--- config.mk ---
export PLATFORM = sky130hd
export DESIGN_NAME = psr_regs
export DESIGN_NICKNAME = d
export VERILOG_FILES = /design/src/psr_pkg.sv /design/src/psr_regs.sv
export SDC_FILE = /design/constraint.sdc
export NUM_CORES = 2
export LEC_CHECK = 0
export BUFFER_PORTS_ARGS = -buffer_cell sky130_fd_sc_hd__buf_2
export CAP_MARGIN = 10
export CORE_MARGIN = 2
export CORE_UTILIZATION = 45
export CTS_BUF_LIST = sky130_fd_sc_hd__clkbuf_16
export CTS_CLUSTER_DIAMETER = 30
export DETAILED_ROUTE_END_ITERATION = 10
export SETUP_SLACK_MARGIN = 0.15
export SYNTH_ARGS = -nofsm -noshare
export SYNTH_HDL_FRONTEND = slang
export SYNTH_SLANG_ARGS = --single-unit
--- constraint.sdc ---
create_clock -name mclk -period 5.28 [get_ports mclk]
set_clock_uncertainty 0.05 [all_clocks]
set_input_delay 0.528 -clock mclk [delete_from_list [all_inputs] [get_ports mclk]]
set_output_delay 0.528 -clock mclk [all_outputs]
set_load 0.05 [all_outputs]
--- src/psr_pkg.sv ---
package psr_pkg;
  // Register indices selected by the status-access instructions.
  localparam logic [7:0] PSR_RAM_BASE   = 8'h00;
  localparam logic [7:0] PSR_VEC_BASE   = 8'h01;
  localparam logic [7:0] PSR_TILE_CTRL  = 8'h02;
  localparam logic [7:0] PSR_BOOT_STAT  = 8'h03;
  localparam logic [7:0] PSR_SEC_CFG    = 8'h05;
  localparam logic [7:0] PSR_RO_CTRL    = 8'h06;
  localparam logic [7:0] PSR_RO_CNT0    = 8'h07;
  localparam logic [7:0] PSR_RO_CNT3    = 8'h0A;
  localparam logic [7:0] PSR_RAM_SIZE   = 8'h0C;
  localparam logic [7:0] PSR_DBG_SSW    = 8'h10;
  localparam logic [7:0] PSR_DBG_SPC    = 8'h11;
  localparam logic [7:0] PSR_DBG_SSP    = 8'h12;
  localparam logic [7:0] PSR_DBG_THR    = 8'h13;
  localparam logic [7:0] PSR_DBG_REG    = 8'h14;
  localparam logic [7:0] PSR_DBG_CAUSE  = 8'h15;
  localparam logic [7:0] PSR_DBG_DATA   = 8'h16;
  localparam logic [7:0] PSR_DBG_STOP   = 8'h18;
  localparam logic [7:0] PSR_SCRATCH    = 8'h20;
  localparam logic [7:0] PSR_IBRK_ADDR  = 8'h30;
  localparam logic [7:0] PSR_IBRK_CTRL  = 8'h40;
  localparam logic [7:0] PSR_DWP_ADDR1  = 8'h50;
  localparam logic [7:0] PSR_DWP_ADDR2  = 8'h60;
  localparam logic [7:0] PSR_DWP_CTRL   = 8'h70;
  localparam logic [7:0] PSR_RWP_MASK   = 8'h80;
  localparam logic [7:0] PSR_RWP_VALUE  = 8'h90;
  localparam logic [7:0] PSR_RWP_CTRL   = 8'h9C;
  localparam int         PSR_SCRATCH_N  = 8;
  localparam int         PSR_WP_N       = 4;
  // Security word fields.
  localparam int         SEC_WLOCK_BIT  = 31;
  localparam int         SEC_GDBG_BIT   = 14;
  localparam int         SEC_LOCKALL_BIT = 12;
  localparam int         SEC_BOOTOTP_BIT = 5;
  localparam int         SEC_JTAGCFG_BIT = 4;
  localparam int         SEC_JTAGTAP_BIT = 0;
  localparam logic [31:0] SEC_WMASK     = 32'h80005FB1;
  // Writable masks of the narrow debug registers, then the RAM size read mask and the common reset value.
  localparam logic [31:0] THR_WMASK     = 32'h000000FF;
  localparam logic [31:0] REG_WMASK     = 32'h0000001F;
  localparam logic [31:0] CAUSE_WMASK   = 32'h0003FF07;
  localparam logic [31:0] STOP_WMASK    = 32'h000000FF;
  localparam logic [31:0] IBC_WMASK     = 32'h00FF0003;
  localparam logic [31:0] RAMSZ_MASK    = 32'hFFFFFFFC;
  localparam logic [31:0] ZERO_RESET    = 32'h00000000;
  // Debug causes.
  localparam logic [2:0]  CAUSE_NONE    = 3'h0;
  localparam logic [2:0]  CAUSE_HOST    = 3'h1;
  localparam logic [2:0]  CAUSE_DEBUG_CALL_INSTRUCTION   = 3'h2;
  localparam logic [2:0]  CAUSE_IBRK    = 3'h3;
  localparam logic [2:0]  CAUSE_DWATCH  = 3'h4;
  localparam logic [2:0]  CAUSE_RWATCH  = 3'h5;
endpackage

--- src/psr_regs.sv ---
// How it works
// - Processor reads and writes each register by its numeric index.
// - Boot status is read-only: processor number, override flag, PLL mode pins.
// - Boot status bit 5 shows second core powered off.
// - Boot status bit 4 tells boot ROM to skip OTP level polling.
// - Boot status bit 3 boot-from-RAM, bit 2 boot-from-JTAG.
// - Security register loads a copy of the OTP security word.
// - Security bit 31 set blocks further writes to security register.
// - Security bit 14 disables global debug access.
// - Security bit 12 locks all OTP sectors, bits 11:8 each lock one.
// - Security bit 5 forces boot image from OTP.
// - Security bit 4 blocks JTAG config access, bit 0 blocks JTAG debug TAP.
// - Ring oscillator registers show a 16-bit count, upper bits zero.
// - Ring oscillator counts are not cleared by system reset.
// - RAM size is read-only, bytes in bits 31:2, bits 1:0 zero.
// - On debug entry the saved status register captures the status word.
// - Fetch operand one holds thread number in bits 7:0.
// - Fetch operand two holds register number in bits 4:0.
// - Debug cause resets to 0 and records host, call, break, watch codes.
// - Bits 17:16 hold lowest triggering unit index, 0 for host or call.
// - Bits 15:8 hold raising thread number, 0 for host requests.
// - Threads set in core-stop register do not run after debug return.
`timescale 1ns/1ps
`default_nettype none
module psr_regs
  import psr_pkg::*;
(
  input  wire logic        mclk,
  input  wire logic        nrst,
  input  wire logic        ps_wr,
  input  wire logic        ps_rd,
  input  wire logic [7:0]  ps_idx,
  input  wire logic [31:0] ps_wdata,
  output logic      [31:0] ps_rdata,
  output logic             ps_rvalid,
  input  wire logic        debug_mode,
  input  wire logic        debug_return,
  input  wire logic        debug_entry,
  input  wire logic [31:0] status_word,
  input  wire logic [31:0] pc_value,
  input  wire logic [31:0] sp_value,
  input  wire logic        dbg_host_req,
  input  wire logic        dbg_call,
  input  wire logic [3:0]  dbg_ibrk_hit,
  input  wire logic [3:0]  dbg_dwatch_hit,
  input  wire logic [3:0]  dbg_rwatch_hit,
  input  wire logic [7:0]  dbg_thread,
  input  wire logic [31:0] dbg_event_data,
  input  wire logic        otp_load,
  input  wire logic [31:0] otp_sec_word,
  input  wire logic [7:0]  proc_number,
  input  wire logic        boot_override,
  input  wire logic        core1_off,
  input  wire logic        skip_otp_poll,
  input  wire logic        boot_from_ram,
  input  wire logic        boot_from_jtag,
  input  wire logic [1:0]  pll_mode_pins,
  input  wire logic [3:0]  ring_osc_tick,
  input  wire logic [31:0] ram_size_bytes,
  output logic             global_debug_off,
  output logic             otp_lock_all,
  output logic      [3:0]  otp_sector_lock,
  output logic             boot_from_otp,
  output logic             jtag_cfg_off,
  output logic             jtag_tap_off,
  output logic      [7:0]  thread_stop,
  output logic      [7:0]  fetch_thread,
  output logic      [4:0]  fetch_reg,
  output logic      [31:0] ram_base,
  output logic      [31:0] vector_base,
  output logic      [31:0] tile_ctrl,
  output logic      [31:0] ring_osc_ctrl
);

  function automatic logic [31:0] merge(input logic [31:0] old, input logic [31:0] nw,
                                        input logic [31:0] msk);
    return (old & ~msk) | (nw & msk);
  endfunction

  function automatic logic [1:0] lowest(input logic [3:0] v);
    logic [1:0] r;
    r = 2'h0;
    for (int i = PSR_WP_N - 1; i >= 0; i--) begin
      if (v[i]) r = 2'(i);
    end
    return r;
  endfunction

  logic [31:0] ram_base_r, ram_base_nxt, vec_base_r, vec_base_nxt;
  logic [31:0] tile_ctrl_r, tile_ctrl_nxt, ro_ctrl_r, ro_ctrl_nxt;
  logic [31:0] sec_r, sec_nxt, ssw_r, ssw_nxt, spc_r, spc_nxt, ssp_r, ssp_nxt;
  logic [31:0] thr_r, thr_nxt, reg_r, reg_nxt, cause_r, cause_nxt;
  logic [31:0] ddata_r, ddata_nxt, stop_r, stop_nxt;
  logic [31:0] scr_r [PSR_SCRATCH_N];
  logic [31:0] scr_nxt [PSR_SCRATCH_N];
  logic [31:0] iba_r [PSR_WP_N], ibc_r [PSR_WP_N], dw1_r [PSR_WP_N], dw2_r [PSR_WP_N];
  logic [31:0] dwc_r [PSR_WP_N], rwm_r [PSR_WP_N], rwv_r [PSR_WP_N], rwc_r [PSR_WP_N];
  logic [31:0] iba_nxt [PSR_WP_N], ibc_nxt [PSR_WP_N], dw1_nxt [PSR_WP_N];
  logic [31:0] dw2_nxt [PSR_WP_N], dwc_nxt [PSR_WP_N], rwm_nxt [PSR_WP_N];
  logic [31:0] rwv_nxt [PSR_WP_N], rwc_nxt [PSR_WP_N];
  logic [15:0] rosc_r [PSR_WP_N];
  logic [31:0] rdata_r, rdata_nxt;
  logic        rvalid_r;
  logic        dwr;
  logic        any_hw;

  assign dwr    = ps_wr & debug_mode;
  assign any_hw = |{dbg_ibrk_hit, dbg_dwatch_hit, dbg_rwatch_hit};

  always_comb begin
    ram_base_nxt  = ram_base_r;
    vec_base_nxt  = vec_base_r;
    tile_ctrl_nxt = tile_ctrl_r;
    ro_ctrl_nxt   = ro_ctrl_r;
    sec_nxt       = sec_r;
    ssw_nxt       = ssw_r;
    spc_nxt       = spc_r;
    ssp_nxt       = ssp_r;
    thr_nxt       = thr_r;
    reg_nxt       = reg_r;
    cause_nxt     = cause_r;
    ddata_nxt     = ddata_r;
    stop_nxt      = stop_r;
    scr_nxt       = scr_r;
    iba_nxt       = iba_r;
    ibc_nxt       = ibc_r;
    dw1_nxt       = dw1_r;
    dw2_nxt       = dw2_r;
    dwc_nxt       = dwc_r;
    rwm_nxt       = rwm_r;
    rwv_nxt       = rwv_r;
    rwc_nxt       = rwc_r;
    if (ps_wr) begin
      unique case (ps_idx)
        PSR_RAM_BASE:  ram_base_nxt = ps_wdata;
        PSR_VEC_BASE:  vec_base_nxt = ps_wdata;
        PSR_TILE_CTRL: tile_ctrl_nxt = ps_wdata;
        PSR_RO_CTRL:   ro_ctrl_nxt = ps_wdata;
        PSR_SEC_CFG: begin
          if (!sec_r[SEC_WLOCK_BIT]) sec_nxt = merge(sec_r, ps_wdata, SEC_WMASK);
        end
        default: ;
      endcase
    end
    if (dwr) begin
      unique case (ps_idx)
        PSR_DBG_SSW:   ssw_nxt = ps_wdata;
        PSR_DBG_SPC:   spc_nxt = ps_wdata;
        PSR_DBG_SSP:   ssp_nxt = ps_wdata;
        PSR_DBG_THR:   thr_nxt = ps_wdata & THR_WMASK;
        PSR_DBG_REG:   reg_nxt = ps_wdata & REG_WMASK;
        PSR_DBG_CAUSE: cause_nxt = ps_wdata & CAUSE_WMASK;
        PSR_DBG_DATA:  ddata_nxt = ps_wdata;
        PSR_DBG_STOP:  stop_nxt = ps_wdata & STOP_WMASK;
        default: begin
          for (int i = 0; i < PSR_SCRATCH_N; i++) begin
            if (ps_idx == PSR_SCRATCH + 8'(i)) scr_nxt[i] = ps_wdata;
          end
          for (int i = 0; i < PSR_WP_N; i++) begin
            if (ps_idx == PSR_IBRK_ADDR + 8'(i)) iba_nxt[i] = ps_wdata;
            if (ps_idx == PSR_IBRK_CTRL + 8'(i)) ibc_nxt[i] = ps_wdata & IBC_WMASK;
            if (ps_idx == PSR_DWP_ADDR1 + 8'(i)) dw1_nxt[i] = ps_wdata;
            if (ps_idx == PSR_DWP_ADDR2 + 8'(i)) dw2_nxt[i] = ps_wdata;
            if (ps_idx == PSR_DWP_CTRL + 8'(i))  dwc_nxt[i] = ps_wdata;
            if (ps_idx == PSR_RWP_MASK + 8'(i))  rwm_nxt[i] = ps_wdata;
            if (ps_idx == PSR_RWP_VALUE + 8'(i)) rwv_nxt[i] = ps_wdata;
            if (ps_idx == PSR_RWP_CTRL + 8'(i))  rwc_nxt[i] = ps_wdata;
          end
        end
      endcase
    end
    // The OTP copy wins over a software write in the same cycle.
    if (otp_load) sec_nxt = otp_sec_word & SEC_WMASK;
    // Debug entry is a hardware event and wins over software writes.
    if (debug_entry) begin
      ssw_nxt = status_word;
      spc_nxt = pc_value;
      ssp_nxt = sp_value;
      cause_nxt = ZERO_RESET;
      if (dbg_host_req) begin
        cause_nxt[2:0] = CAUSE_HOST;
      end else if (dbg_call) begin
        cause_nxt[2:0]  = CAUSE_DEBUG_CALL_INSTRUCTION;
        cause_nxt[15:8] = dbg_thread;
      end else if (any_hw) begin
        cause_nxt[15:8] = dbg_thread;
        if (|dbg_ibrk_hit) begin
          cause_nxt[2:0]   = CAUSE_IBRK;
          cause_nxt[17:16] = lowest(dbg_ibrk_hit);
        end else if (|dbg_dwatch_hit) begin
          cause_nxt[2:0]   = CAUSE_DWATCH;
          cause_nxt[17:16] = lowest(dbg_dwatch_hit);
          ddata_nxt        = dbg_event_data;
        end else begin
          cause_nxt[2:0]   = CAUSE_RWATCH;
          cause_nxt[17:16] = lowest(dbg_rwatch_hit);
          ddata_nxt        = dbg_event_data;
        end
      end
    end
  end

  always_ff @(posedge mclk or negedge nrst) begin
    if (!nrst) begin
      ram_base_r  <= ZERO_RESET;
      vec_base_r  <= ZERO_RESET;
      tile_ctrl_r <= ZERO_RESET;
      ro_ctrl_r   <= ZERO_RESET;
      sec_r       <= ZERO_RESET;
      ssw_r       <= ZERO_RESET;
      spc_r       <= ZERO_RESET;
      ssp_r       <= ZERO_RESET;
      thr_r       <= ZERO_RESET;
      reg_r       <= ZERO_RESET;
      cause_r     <= ZERO_RESET;
      ddata_r     <= ZERO_RESET;
      stop_r      <= ZERO_RESET;
      for (int i = 0; i < PSR_SCRATCH_N; i++) scr_r[i] <= ZERO_RESET;
      for (int i = 0; i < PSR_WP_N; i++) begin
        iba_r[i] <= ZERO_RESET;
        ibc_r[i] <= ZERO_RESET;
        dw1_r[i] <= ZERO_RESET;
        dw2_r[i] <= ZERO_RESET;
        dwc_r[i] <= ZERO_RESET;
        rwm_r[i] <= ZERO_RESET;
        rwv_r[i] <= ZERO_RESET;
        rwc_r[i] <= ZERO_RESET;
      end
    end else begin
      ram_base_r  <= ram_base_nxt;
      vec_base_r  <= vec_base_nxt;
      tile_ctrl_r <= tile_ctrl_nxt;
      ro_ctrl_r   <= ro_ctrl_nxt;
      sec_r       <= sec_nxt;
      ssw_r       <= ssw_nxt;
      spc_r       <= spc_nxt;
      ssp_r       <= ssp_nxt;
      thr_r       <= thr_nxt;
      reg_r       <= reg_nxt;
      cause_r     <= cause_nxt;
      ddata_r     <= ddata_nxt;
      stop_r      <= stop_nxt;
      scr_r       <= scr_nxt;
      iba_r       <= iba_nxt;
      ibc_r       <= ibc_nxt;
      dw1_r       <= dw1_nxt;
      dw2_r       <= dw2_nxt;
      dwc_r       <= dwc_nxt;
      rwm_r       <= rwm_nxt;
      rwv_r       <= rwv_nxt;
      rwc_r       <= rwc_nxt;
    end
  end

  // Counters sit outside the system reset so a measurement survives it. A write to the
  // oscillator control word restarts them; until then they are unknown in simulation.
  always_ff @(posedge mclk) begin
    for (int i = 0; i < PSR_WP_N; i++) begin
      if (ps_wr && ps_idx == PSR_RO_CTRL) rosc_r[i] <= 16'h0000;
      else if (ring_osc_tick[i] && ro_ctrl_r[0]) rosc_r[i] <= rosc_r[i] + 16'h0001;
    end
  end

  always_comb begin
    rdata_nxt = ZERO_RESET;
    unique case (ps_idx)
      PSR_RAM_BASE:  rdata_nxt = ram_base_r;
      PSR_VEC_BASE:  rdata_nxt = vec_base_r;
      PSR_TILE_CTRL: rdata_nxt = tile_ctrl_r;
      PSR_BOOT_STAT: begin
        rdata_nxt[23:16] = proc_number;
        rdata_nxt[8]     = boot_override;
        rdata_nxt[5]     = core1_off;
        rdata_nxt[4]     = skip_otp_poll;
        rdata_nxt[3]     = boot_from_ram;
        rdata_nxt[2]     = boot_from_jtag;
        rdata_nxt[1:0]   = pll_mode_pins;
      end
      PSR_SEC_CFG:   rdata_nxt = sec_r;
      PSR_RO_CTRL:   rdata_nxt = ro_ctrl_r;
      PSR_RAM_SIZE:  rdata_nxt = ram_size_bytes & RAMSZ_MASK;
      PSR_DBG_SSW:   rdata_nxt = ssw_r;
      PSR_DBG_SPC:   rdata_nxt = spc_r;
      PSR_DBG_SSP:   rdata_nxt = ssp_r;
      PSR_DBG_THR:   rdata_nxt = thr_r;
      PSR_DBG_REG:   rdata_nxt = reg_r;
      PSR_DBG_CAUSE: rdata_nxt = cause_r;
      PSR_DBG_DATA:  rdata_nxt = ddata_r;
      PSR_DBG_STOP:  rdata_nxt = stop_r;
      default: begin
        for (int i = 0; i < PSR_WP_N; i++) begin
          if (ps_idx == PSR_RO_CNT0 + 8'(i)) rdata_nxt = {16'h0000, rosc_r[i]};
          if (ps_idx == PSR_IBRK_ADDR + 8'(i)) rdata_nxt = iba_r[i];
          if (ps_idx == PSR_IBRK_CTRL + 8'(i)) rdata_nxt = ibc_r[i];
          if (ps_idx == PSR_DWP_ADDR1 + 8'(i)) rdata_nxt = dw1_r[i];
          if (ps_idx == PSR_DWP_ADDR2 + 8'(i)) rdata_nxt = dw2_r[i];
          if (ps_idx == PSR_DWP_CTRL + 8'(i))  rdata_nxt = dwc_r[i];
          if (ps_idx == PSR_RWP_MASK + 8'(i))  rdata_nxt = rwm_r[i];
          if (ps_idx == PSR_RWP_VALUE + 8'(i)) rdata_nxt = rwv_r[i];
          if (ps_idx == PSR_RWP_CTRL + 8'(i))  rdata_nxt = rwc_r[i];
        end
        for (int i = 0; i < PSR_SCRATCH_N; i++) begin
          if (ps_idx == PSR_SCRATCH + 8'(i)) rdata_nxt = scr_r[i];
        end
      end
    endcase
  end

  always_ff @(posedge mclk or negedge nrst) begin
    if (!nrst) begin
      rdata_r  <= ZERO_RESET;
      rvalid_r <= 1'b0;
    end else begin
      rdata_r  <= ps_rd ? rdata_nxt : rdata_r;
      rvalid_r <= ps_rd;
    end
  end

  assign ps_rdata         = rdata_r;
  assign ps_rvalid        = rvalid_r;
  assign global_debug_off = sec_r[SEC_GDBG_BIT];
  assign otp_lock_all     = sec_r[SEC_LOCKALL_BIT];
  assign otp_sector_lock  = sec_r[11:8];
  assign boot_from_otp    = sec_r[SEC_BOOTOTP_BIT];
  assign jtag_cfg_off     = sec_r[SEC_JTAGCFG_BIT];
  assign jtag_tap_off     = sec_r[SEC_JTAGTAP_BIT];
  // Stop vector only acts outside debug mode, so the debugger can single step.
  assign thread_stop      = debug_mode ? 8'h00 : stop_r[7:0];
  assign fetch_thread     = thr_r[7:0];
  assign fetch_reg        = reg_r[4:0];
  assign ram_base         = ram_base_r;
  assign vector_base      = vec_base_r;
  assign tile_ctrl        = tile_ctrl_r;
  assign ring_osc_ctrl    = ro_ctrl_r;

  chk_sec_write_lock: assert property (@(posedge mclk) disable iff (!nrst)
    sec_r[SEC_WLOCK_BIT] && !otp_load |=> $stable(sec_r))
    else $error("security word changed while write locked");
  chk_debug_only_write: assert property (@(posedge mclk) disable iff (!nrst)
    !debug_mode && !debug_entry && ps_wr && ps_idx == PSR_DBG_STOP |=> $stable(stop_r))
    else $error("debug register written outside debug mode");
  chk_saved_status: assert property (@(posedge mclk) disable iff (!nrst)
    debug_entry |=> ssw_r == $past(status_word))
    else $error("saved status not captured on debug entry");
  chk_host_cause: assert property (@(posedge mclk) disable iff (!nrst)
    debug_entry && dbg_host_req |=> cause_r == 32'h00000001)
    else $error("host cause wrong");
  chk_lowest_index: assert property (@(posedge mclk) disable iff (!nrst)
    debug_entry && !dbg_host_req && !dbg_call && dbg_ibrk_hit != 4'h0
    |=> cause_r[2:0] == CAUSE_IBRK
        && (($past(dbg_ibrk_hit) >> cause_r[17:16]) & 4'h1) == 4'h1
        && ($past(dbg_ibrk_hit) & ~(4'hF << cause_r[17:16])) == 4'h0)
    else $error("breakpoint index not lowest");
  chk_cause_thread: assert property (@(posedge mclk) disable iff (!nrst)
    debug_entry && !dbg_host_req && (dbg_call || any_hw) |=> cause_r[15:8] == $past(dbg_thread))
    else $error("debug cause thread number wrong");
  chk_osc_restart: assert property (@(posedge mclk) disable iff (!nrst)
    ps_wr && ps_idx == PSR_RO_CTRL |=> rosc_r[0] == 16'h0000 && rosc_r[3] == 16'h0000)
    else $error("oscillator count not restarted");
  chk_read_zero_high: assert property (@(posedge mclk) disable iff (!nrst)
    ps_rd && ps_idx >= PSR_RO_CNT0 && ps_idx <= PSR_RO_CNT3 |=> ps_rdata[31:16] == 16'h0000)
    else $error("oscillator reserved bits nonzero");
  chk_ram_size_low: assert property (@(posedge mclk) disable iff (!nrst)
    ps_rd && ps_idx == PSR_RAM_SIZE |=> ps_rvalid && ps_rdata[1:0] == 2'h0)
    else $error("ram size low bits nonzero");
  chk_boot_pll: assert property (@(posedge mclk) disable iff (!nrst)
    ps_rd && ps_idx == PSR_BOOT_STAT
    |=> ps_rdata[1:0] == $past(pll_mode_pins) && ps_rdata[23:16] == $past(proc_number))
    else $error("boot status fields wrong");
endmodule
`default_nettype wire

### Word level (Yosys, flattened, before mapping)

Memory sizes are Yosys's and may differ from the RTL's.
Index checks and enable logic that the tools add are counted.

* multiplexer cells: 115
* equality and inequality tests: 59
* bitwise gates (word level): 7
* add/subtract/negate cells: 4
* reduce and logical (&&, ||, !) cells: 73

Operator list (count)
* 32-bit 2-to-1 mux: 66
* 8-bit by 7-bit == test with 1-bit output, second input constant: 16
* 3-bit AND reduction: 41
* 8-bit case mux with 13 select lines: 1
* 8-bit by 6-bit == test with 1-bit output, second input constant: 12
* 8-bit == test, second input constant: 12
* 8-bit case mux with 12 select lines: 1
* 6-bit case mux with 15 select lines: 1
* 7-bit case mux with 12 select lines: 1
* 16-bit 2-to-1 mux: 5
* 16-bit by 1-bit adder with 16-bit output, second input constant: 4
* 8-bit by 5-bit == test with 1-bit output, second input constant: 8
* 8-bit by 4-bit == test with 1-bit output, second input constant: 4
* 31-bit by 32-bit bitwise OR with 32-bit output: 1
* 2-bit 2-to-1 mux: 15
* 2-bit case mux with 14 select lines: 1
* 8-bit by 3-bit == test with 1-bit output, second input constant: 3
* 2-bit AND reduction: 12
* 10-bit 2-to-1 mux: 2
* 8-bit by 2-bit == test with 1-bit output, second input constant: 2
* 8-bit 2-to-1 mux: 2
* 1-bit 2-to-1 mux: 15
* 2-bit nonzero test: 7
* 1-bit case mux with 13 select lines: 1
* other kinds (13): 25

* word-level logic and storage cells: 315
* memories kept: 1
* output and inout bits: 191
* memory bits (writable): 64
* register bits: 1566

Memories
* rosc_r: words 4, width 16, read ports 4, clocked after memory_dff 0, write ports 4, RTL line psr_regs.sv:101 `logic [15:0] rosc_r [PSR_WP_N];`

### Longest topological paths before layout

* word-level depth: 46
* mapped depth: 14
* mapped depth without buffers: 8

### Least setup slack after synthesis

Ideal clock, no wire load.

* path kind: input to register
* from: in ps_idx[1]
* to: reg rwv_r[100] (netlist name)
* path slack: 2.479 ns
* arrival: 2.626 ns
* data required time: 5.105 ns
* stages: 8
* library setup time: 0.125 ns
* path buffers: 5
* cell sequence: buf_2 > or4_1 > clkbuf_1 > buf_2 > buf_2 > nor3_1 > buf_4 > mux2_2

* word-level cells in the longest chain between the ends: 4

Ends and longest elaborated chain
* start, declared: RTL line psr_regs.sv:32 `input wire logic [7:0] ps_idx,`
* 8-bit by 5-bit == test with 1-bit output: RTL line psr_regs.sv:146 `unique case (ps_idx)`
* 8-bit OR reduction (no line)
* 1-bit NOT (no line)
* 3-bit AND reduction (no line) *
* end signal, assigned: RTL line psr_regs.sv:250 `rwv_r <= rwv_nxt;`
* end, declared: RTL line psr_regs.sv:97 `logic [31:0] dwc_r [PSR_WP_N], rwm_r [PSR_WP_N], rwv_r [PSR_WP_N], rwc_r [PSR_WP_N];`

Mark *: on every way between the ends. The rest lies on a longest branch, timed or not.
A chain may end at the register's enable or synchronous reset.

### Worst setup path after layout

* from: in ps_idx[5]
* to: reg rdata_r[17], in the netlist ps_rdata[17]

* word-level cells in the longest chain between the ends: 45

Ends and longest elaborated chain
* 8-bit by 6-bit == test with 1-bit output: RTL line psr_regs.sv:293 `if (ps_idx == PSR_IBRK_ADDR + 8'(i)) rdata_nxt = iba_r[i];`
* 32-bit 2-to-1 mux: RTL line psr_regs.sv:293
* 32-bit 2-to-1 mux: RTL line psr_regs.sv:294 `if (ps_idx == PSR_IBRK_CTRL + 8'(i)) rdata_nxt = ibc_r[i];`
* 32-bit 2-to-1 mux: RTL line psr_regs.sv:295 `if (ps_idx == PSR_DWP_ADDR1 + 8'(i)) rdata_nxt = dw1_r[i];`
* 32-bit 2-to-1 mux: RTL line psr_regs.sv:296 `if (ps_idx == PSR_DWP_ADDR2 + 8'(i)) rdata_nxt = dw2_r[i];`
* 32-bit 2-to-1 mux: RTL line psr_regs.sv:297 `if (ps_idx == PSR_DWP_CTRL + 8'(i)) rdata_nxt = dwc_r[i];`
* 32-bit 2-to-1 mux: RTL line psr_regs.sv:298 `if (ps_idx == PSR_RWP_MASK + 8'(i)) rdata_nxt = rwm_r[i];`
* 32-bit 2-to-1 mux: RTL line psr_regs.sv:299 `if (ps_idx == PSR_RWP_VALUE + 8'(i)) rdata_nxt = rwv_r[i];`
* [... 22 more ...]
* 32-bit 2-to-1 mux: RTL line psr_regs.sv:295
* 32-bit 2-to-1 mux: RTL line psr_regs.sv:296
* 32-bit 2-to-1 mux: RTL line psr_regs.sv:297
* 32-bit 2-to-1 mux: RTL line psr_regs.sv:298
* 32-bit 2-to-1 mux: RTL line psr_regs.sv:299
* 32-bit 2-to-1 mux: RTL line psr_regs.sv:300 `if (ps_idx == PSR_RWP_CTRL + 8'(i)) rdata_nxt = rwc_r[i];`
* 32-bit 2-to-1 mux (8 in series): RTL line psr_regs.sv:303 `if (ps_idx == PSR_SCRATCH + 8'(i)) rdata_nxt = scr_r[i];`
* 8-bit case mux with 13 select lines *: RTL line psr_regs.sv:266 `unique case (ps_idx)`
* end signal, assigned: RTL line psr_regs.sv:314 `rdata_r <= ps_rd ? rdata_nxt : rdata_r;`
* end, declared: RTL line psr_regs.sv:102 `logic [31:0] rdata_r, rdata_nxt;`

Marked as above.

==> qor.txt <==
clock sink count: 1590
Critical Path Stages: 9
area of the core: 169000 um2
post-DP HPWL: 200000 um
r2r startpoint: dw2_r[113]
most common cell after layout, fill and taps aside: dfrtp_1
Layout area overhead: 26.1%
starting density of the core: 0.452
startpoint types: input pin
CTS clock-pin slew for the worst setup and hold paths: 0.05 ns
DP Worst Slack: 0.685 ns
Mapped Area: 76300 um2
largest net degree at the start of global routing: 128
pwr/cell area: 392 nW/um2
Crit Path Max Fanout: 43
cell family with most CP delay: simple AND/OR/NAND/NOR gates
CP cell instances: buf_4 > buf_4 > or4b_1 > nor2_1 > nand3_1 > o21ai_0 > nor4_1 > buf_4 > o22a_1
Net count, final: 7594
syn nets: 6857
fill count: 14000
WL/cell: 30.8 um
Maximum Capacitance Violations: 0
most frequent cells in the layout: 1526 x dfrtp_1, 1334 x mux2_2, 443 x buf_2
initial DRC count: 7318
Yosys warning count: 0
H-tree depth: 5
Die Ht: 416 um
RD Place Congestion: 0.929
crit path capture: ps_rdata[17]
critical path endpoint category: flop
status: finished clean
Bufs on Longest Clock Path: 4
GRT Total Usage: 0.343
worst hold path type: input pin to flop
Clock Latency Late Sink: 0.95 ns
number of detailed-route iterations in the first pass: 7
CTS tree: yes
Worst Path Buf+Inv: 3
Mean Syn Cell Area: 11.6 um2
fin crit period: 3.83 ns
vias per inst: 6.45
vias in the first global route: 63700
Die Wd: 416 um
Max Fclk: 261 MHz
Worst IR Drop VDD: 0.244 mV
P_leak: 45.1 nW
Resize count post-CTS: 0
max_slew headroom: 0.101
initial antenna violation count: 17
EDFF count, synth: 64
Slew Viols, Final: 0
CTS Hold Bufs: 193
Remaining DRCs: 0
routed wire length: 302000 um
# IOs: 472
clock root cell: clkbuf_16
Post-Synthesis Cells: 6572
CP required: 6.06 ns
top_reg_cell synth: dfrtp_1
Hold Fails Final Rpt: 0
crit path launch: ps_idx[5]
CP peak stage delay: 0.87 ns
post-synthesis cell type count: 95
full die area: 173000 um2
setup ws final: 1.45 ns
worst slew pin tran: 1.34 ns
first-pass GRT wire length: 439000 um
Reg2Reg Depth: 9
unrepaired setup endpoints after global routing: no
Finish-stage setup viols: 0
largest cells by area after synthesis: dfrtp_1 50%, mux2_2 20%, o21ai_0 2.8%
WS Path Type: input pin to flop
Final period util: 0.726
Worst path slowest cell: o21ai_0
Synth area leader: dfrtp_1
setup slack on the worst flop-to-flop path: 2.31 ns
share of cells above drive strength 1: 0.372
CP dominant cell by count: buf_4
Critical Path AT: 4.61 ns
PortBufs: 447
Num CTS Buffers: 376
Setup TNS Final: 0 ns
FP Rows: 151
Worst R2R End: ps_rdata[17]
setup bufs post-CTS: 0
antenna viol nets, final: 0
top-area cell type share of the netlist area: 0.501
Vias: 63400
synthesis-stage register bit count: 1590
Hold Crit Depth: 5
Overflow after GRT: 0
Post-synth ARST share: 0.960
sequential fraction of the synthesis area: 0.526
## cells in the mapped netlist (all sizes together) (29+ instances only)
cell    instances
a211oi         49
a21oi         287
a221oi         79
a222oi         55
a22o           43
a22oi         174
a31oi          47
buf           308
clkbuf        324
dfrtp        1526
edfxtp         64
inv            40
mux2         1344
mux2i         150
nand2         441
nand3          97
nor2          361
nor2b          32
nor3           81
o211ai         29
o21ai         438
o221ai         68
o22ai         110
## per-stage QoR
| stage | std cells | hold WS, ns | utilization | total power, mW | instance area [um2] |
|---|---|---|---|---|---|
| 2_1_floorplan | 6572 | 0.182 | - | 14.3 | 76300 |
| 3_3_place_gp | 8953 | 0.416 | 0.486 | 15.4 | 82100 |
| 3_5_place_dp | 8953 | 0.426 | 0.486 | 15.5 | 82100 |
| 4_1_cts | 9817 | 0.0190 | 0.569 | 37.7 | 96100 |
| 5_1_grt | 9826 | 0.0794 | 0.569 | 38.7 | 96200 |
| 6_report | 9830 | 0.0563 | 0.570 | 37.7 | 96200 |
## worst min-delay path by stage
stage	from	to	slack, ns
detailed placement	rwc_r[8]	rwc_r[8]	0.43
global route	debug_entry	ssp_r[0]	0.08
finish	ram_size_bytes[26]	ps_rdata[26]	0.06
global placement	cause_r[8]	cause_r[8]	0.42
floorplan	nrst	cause_r[0]	0.18
CTS	ram_size_bytes[26]	ps_rdata[26]	0.02
## flip-flops by register name, indices dropped and copies added, names as in the netlist, 40 cells and up
register and count:
dw1_r 128, dw2_r 128, dwc_r 128, iba_r 128, ibc_r 40, rosc_r 64, rwc_r 128, rwm_r 128
rwv_r 128, scr_r 256
## final cells by class
cell class | instances | area, um2 | area share
Clock buffer | 380 | 9510 | 0.0989
Timing Repair Buffer | 991 | 7330 | 0.0762
Antenna cell | 10 | 25.0 | 0.000260
Inverter | 40 | 150 | 0.00156
Multi-Input combinational cell | 4310 | 33700 | 0.351
Clock inverter | 291 | 2580 | 0.0268
Tap cell | 2218 | 2780 | 0.0288
Sequential cell | 1590 | 40100 | 0.417
## report_power, final
part / internal [mW] / total (mW) / switching [mW] / leakage [nW]
Clock: 14.9 / 22.2 / 7.32 / 6.04
Combinational: 0.785 / 2.45 / 1.66 / 17.6
Sequential: 12.7 / 13.0 / 0.299 / 21.5
## worst reg2reg max path, cell delays in order, from the launching register on
cell	delay [ns]
dfrtp_1	0.37
mux2_2	0.27
o221ai_1	0.24
a21oi_1	0.14
o22ai_1	0.41
a31oi_1	0.26
nor4_1	0.68
nor4_1	0.13
buf_4	0.18
o22a_1	0.15
## cell families after synthesis
logic type / Yosys count / share of synthesized area
buffers and inverters: 672 / 0.0388
AO/OA/AOI/OAI: 1586 / 0.139
flip-flops: 1590 / 0.526
adder cells (fa/ha/maj): 4 / 0.000656
AND/OR/NAND/NOR: 1175 / 0.0717
XOR/XNOR: 48 / 0.00551
multiplexers: 1497 / 0.219
## per-layer routing
metal / vias to the layer above / routed length, um / track usage
li1: 26000 / - / -
met1: 33000 / 122000 / 0.465
met2: 3581 / 133000 / 0.510
met3: 856 / 28900 / 0.0784
met4: 14 / 17500 / 0.186
met5: - / 89 / 0
Note: power is estimated with default switching activity, not from simulation.
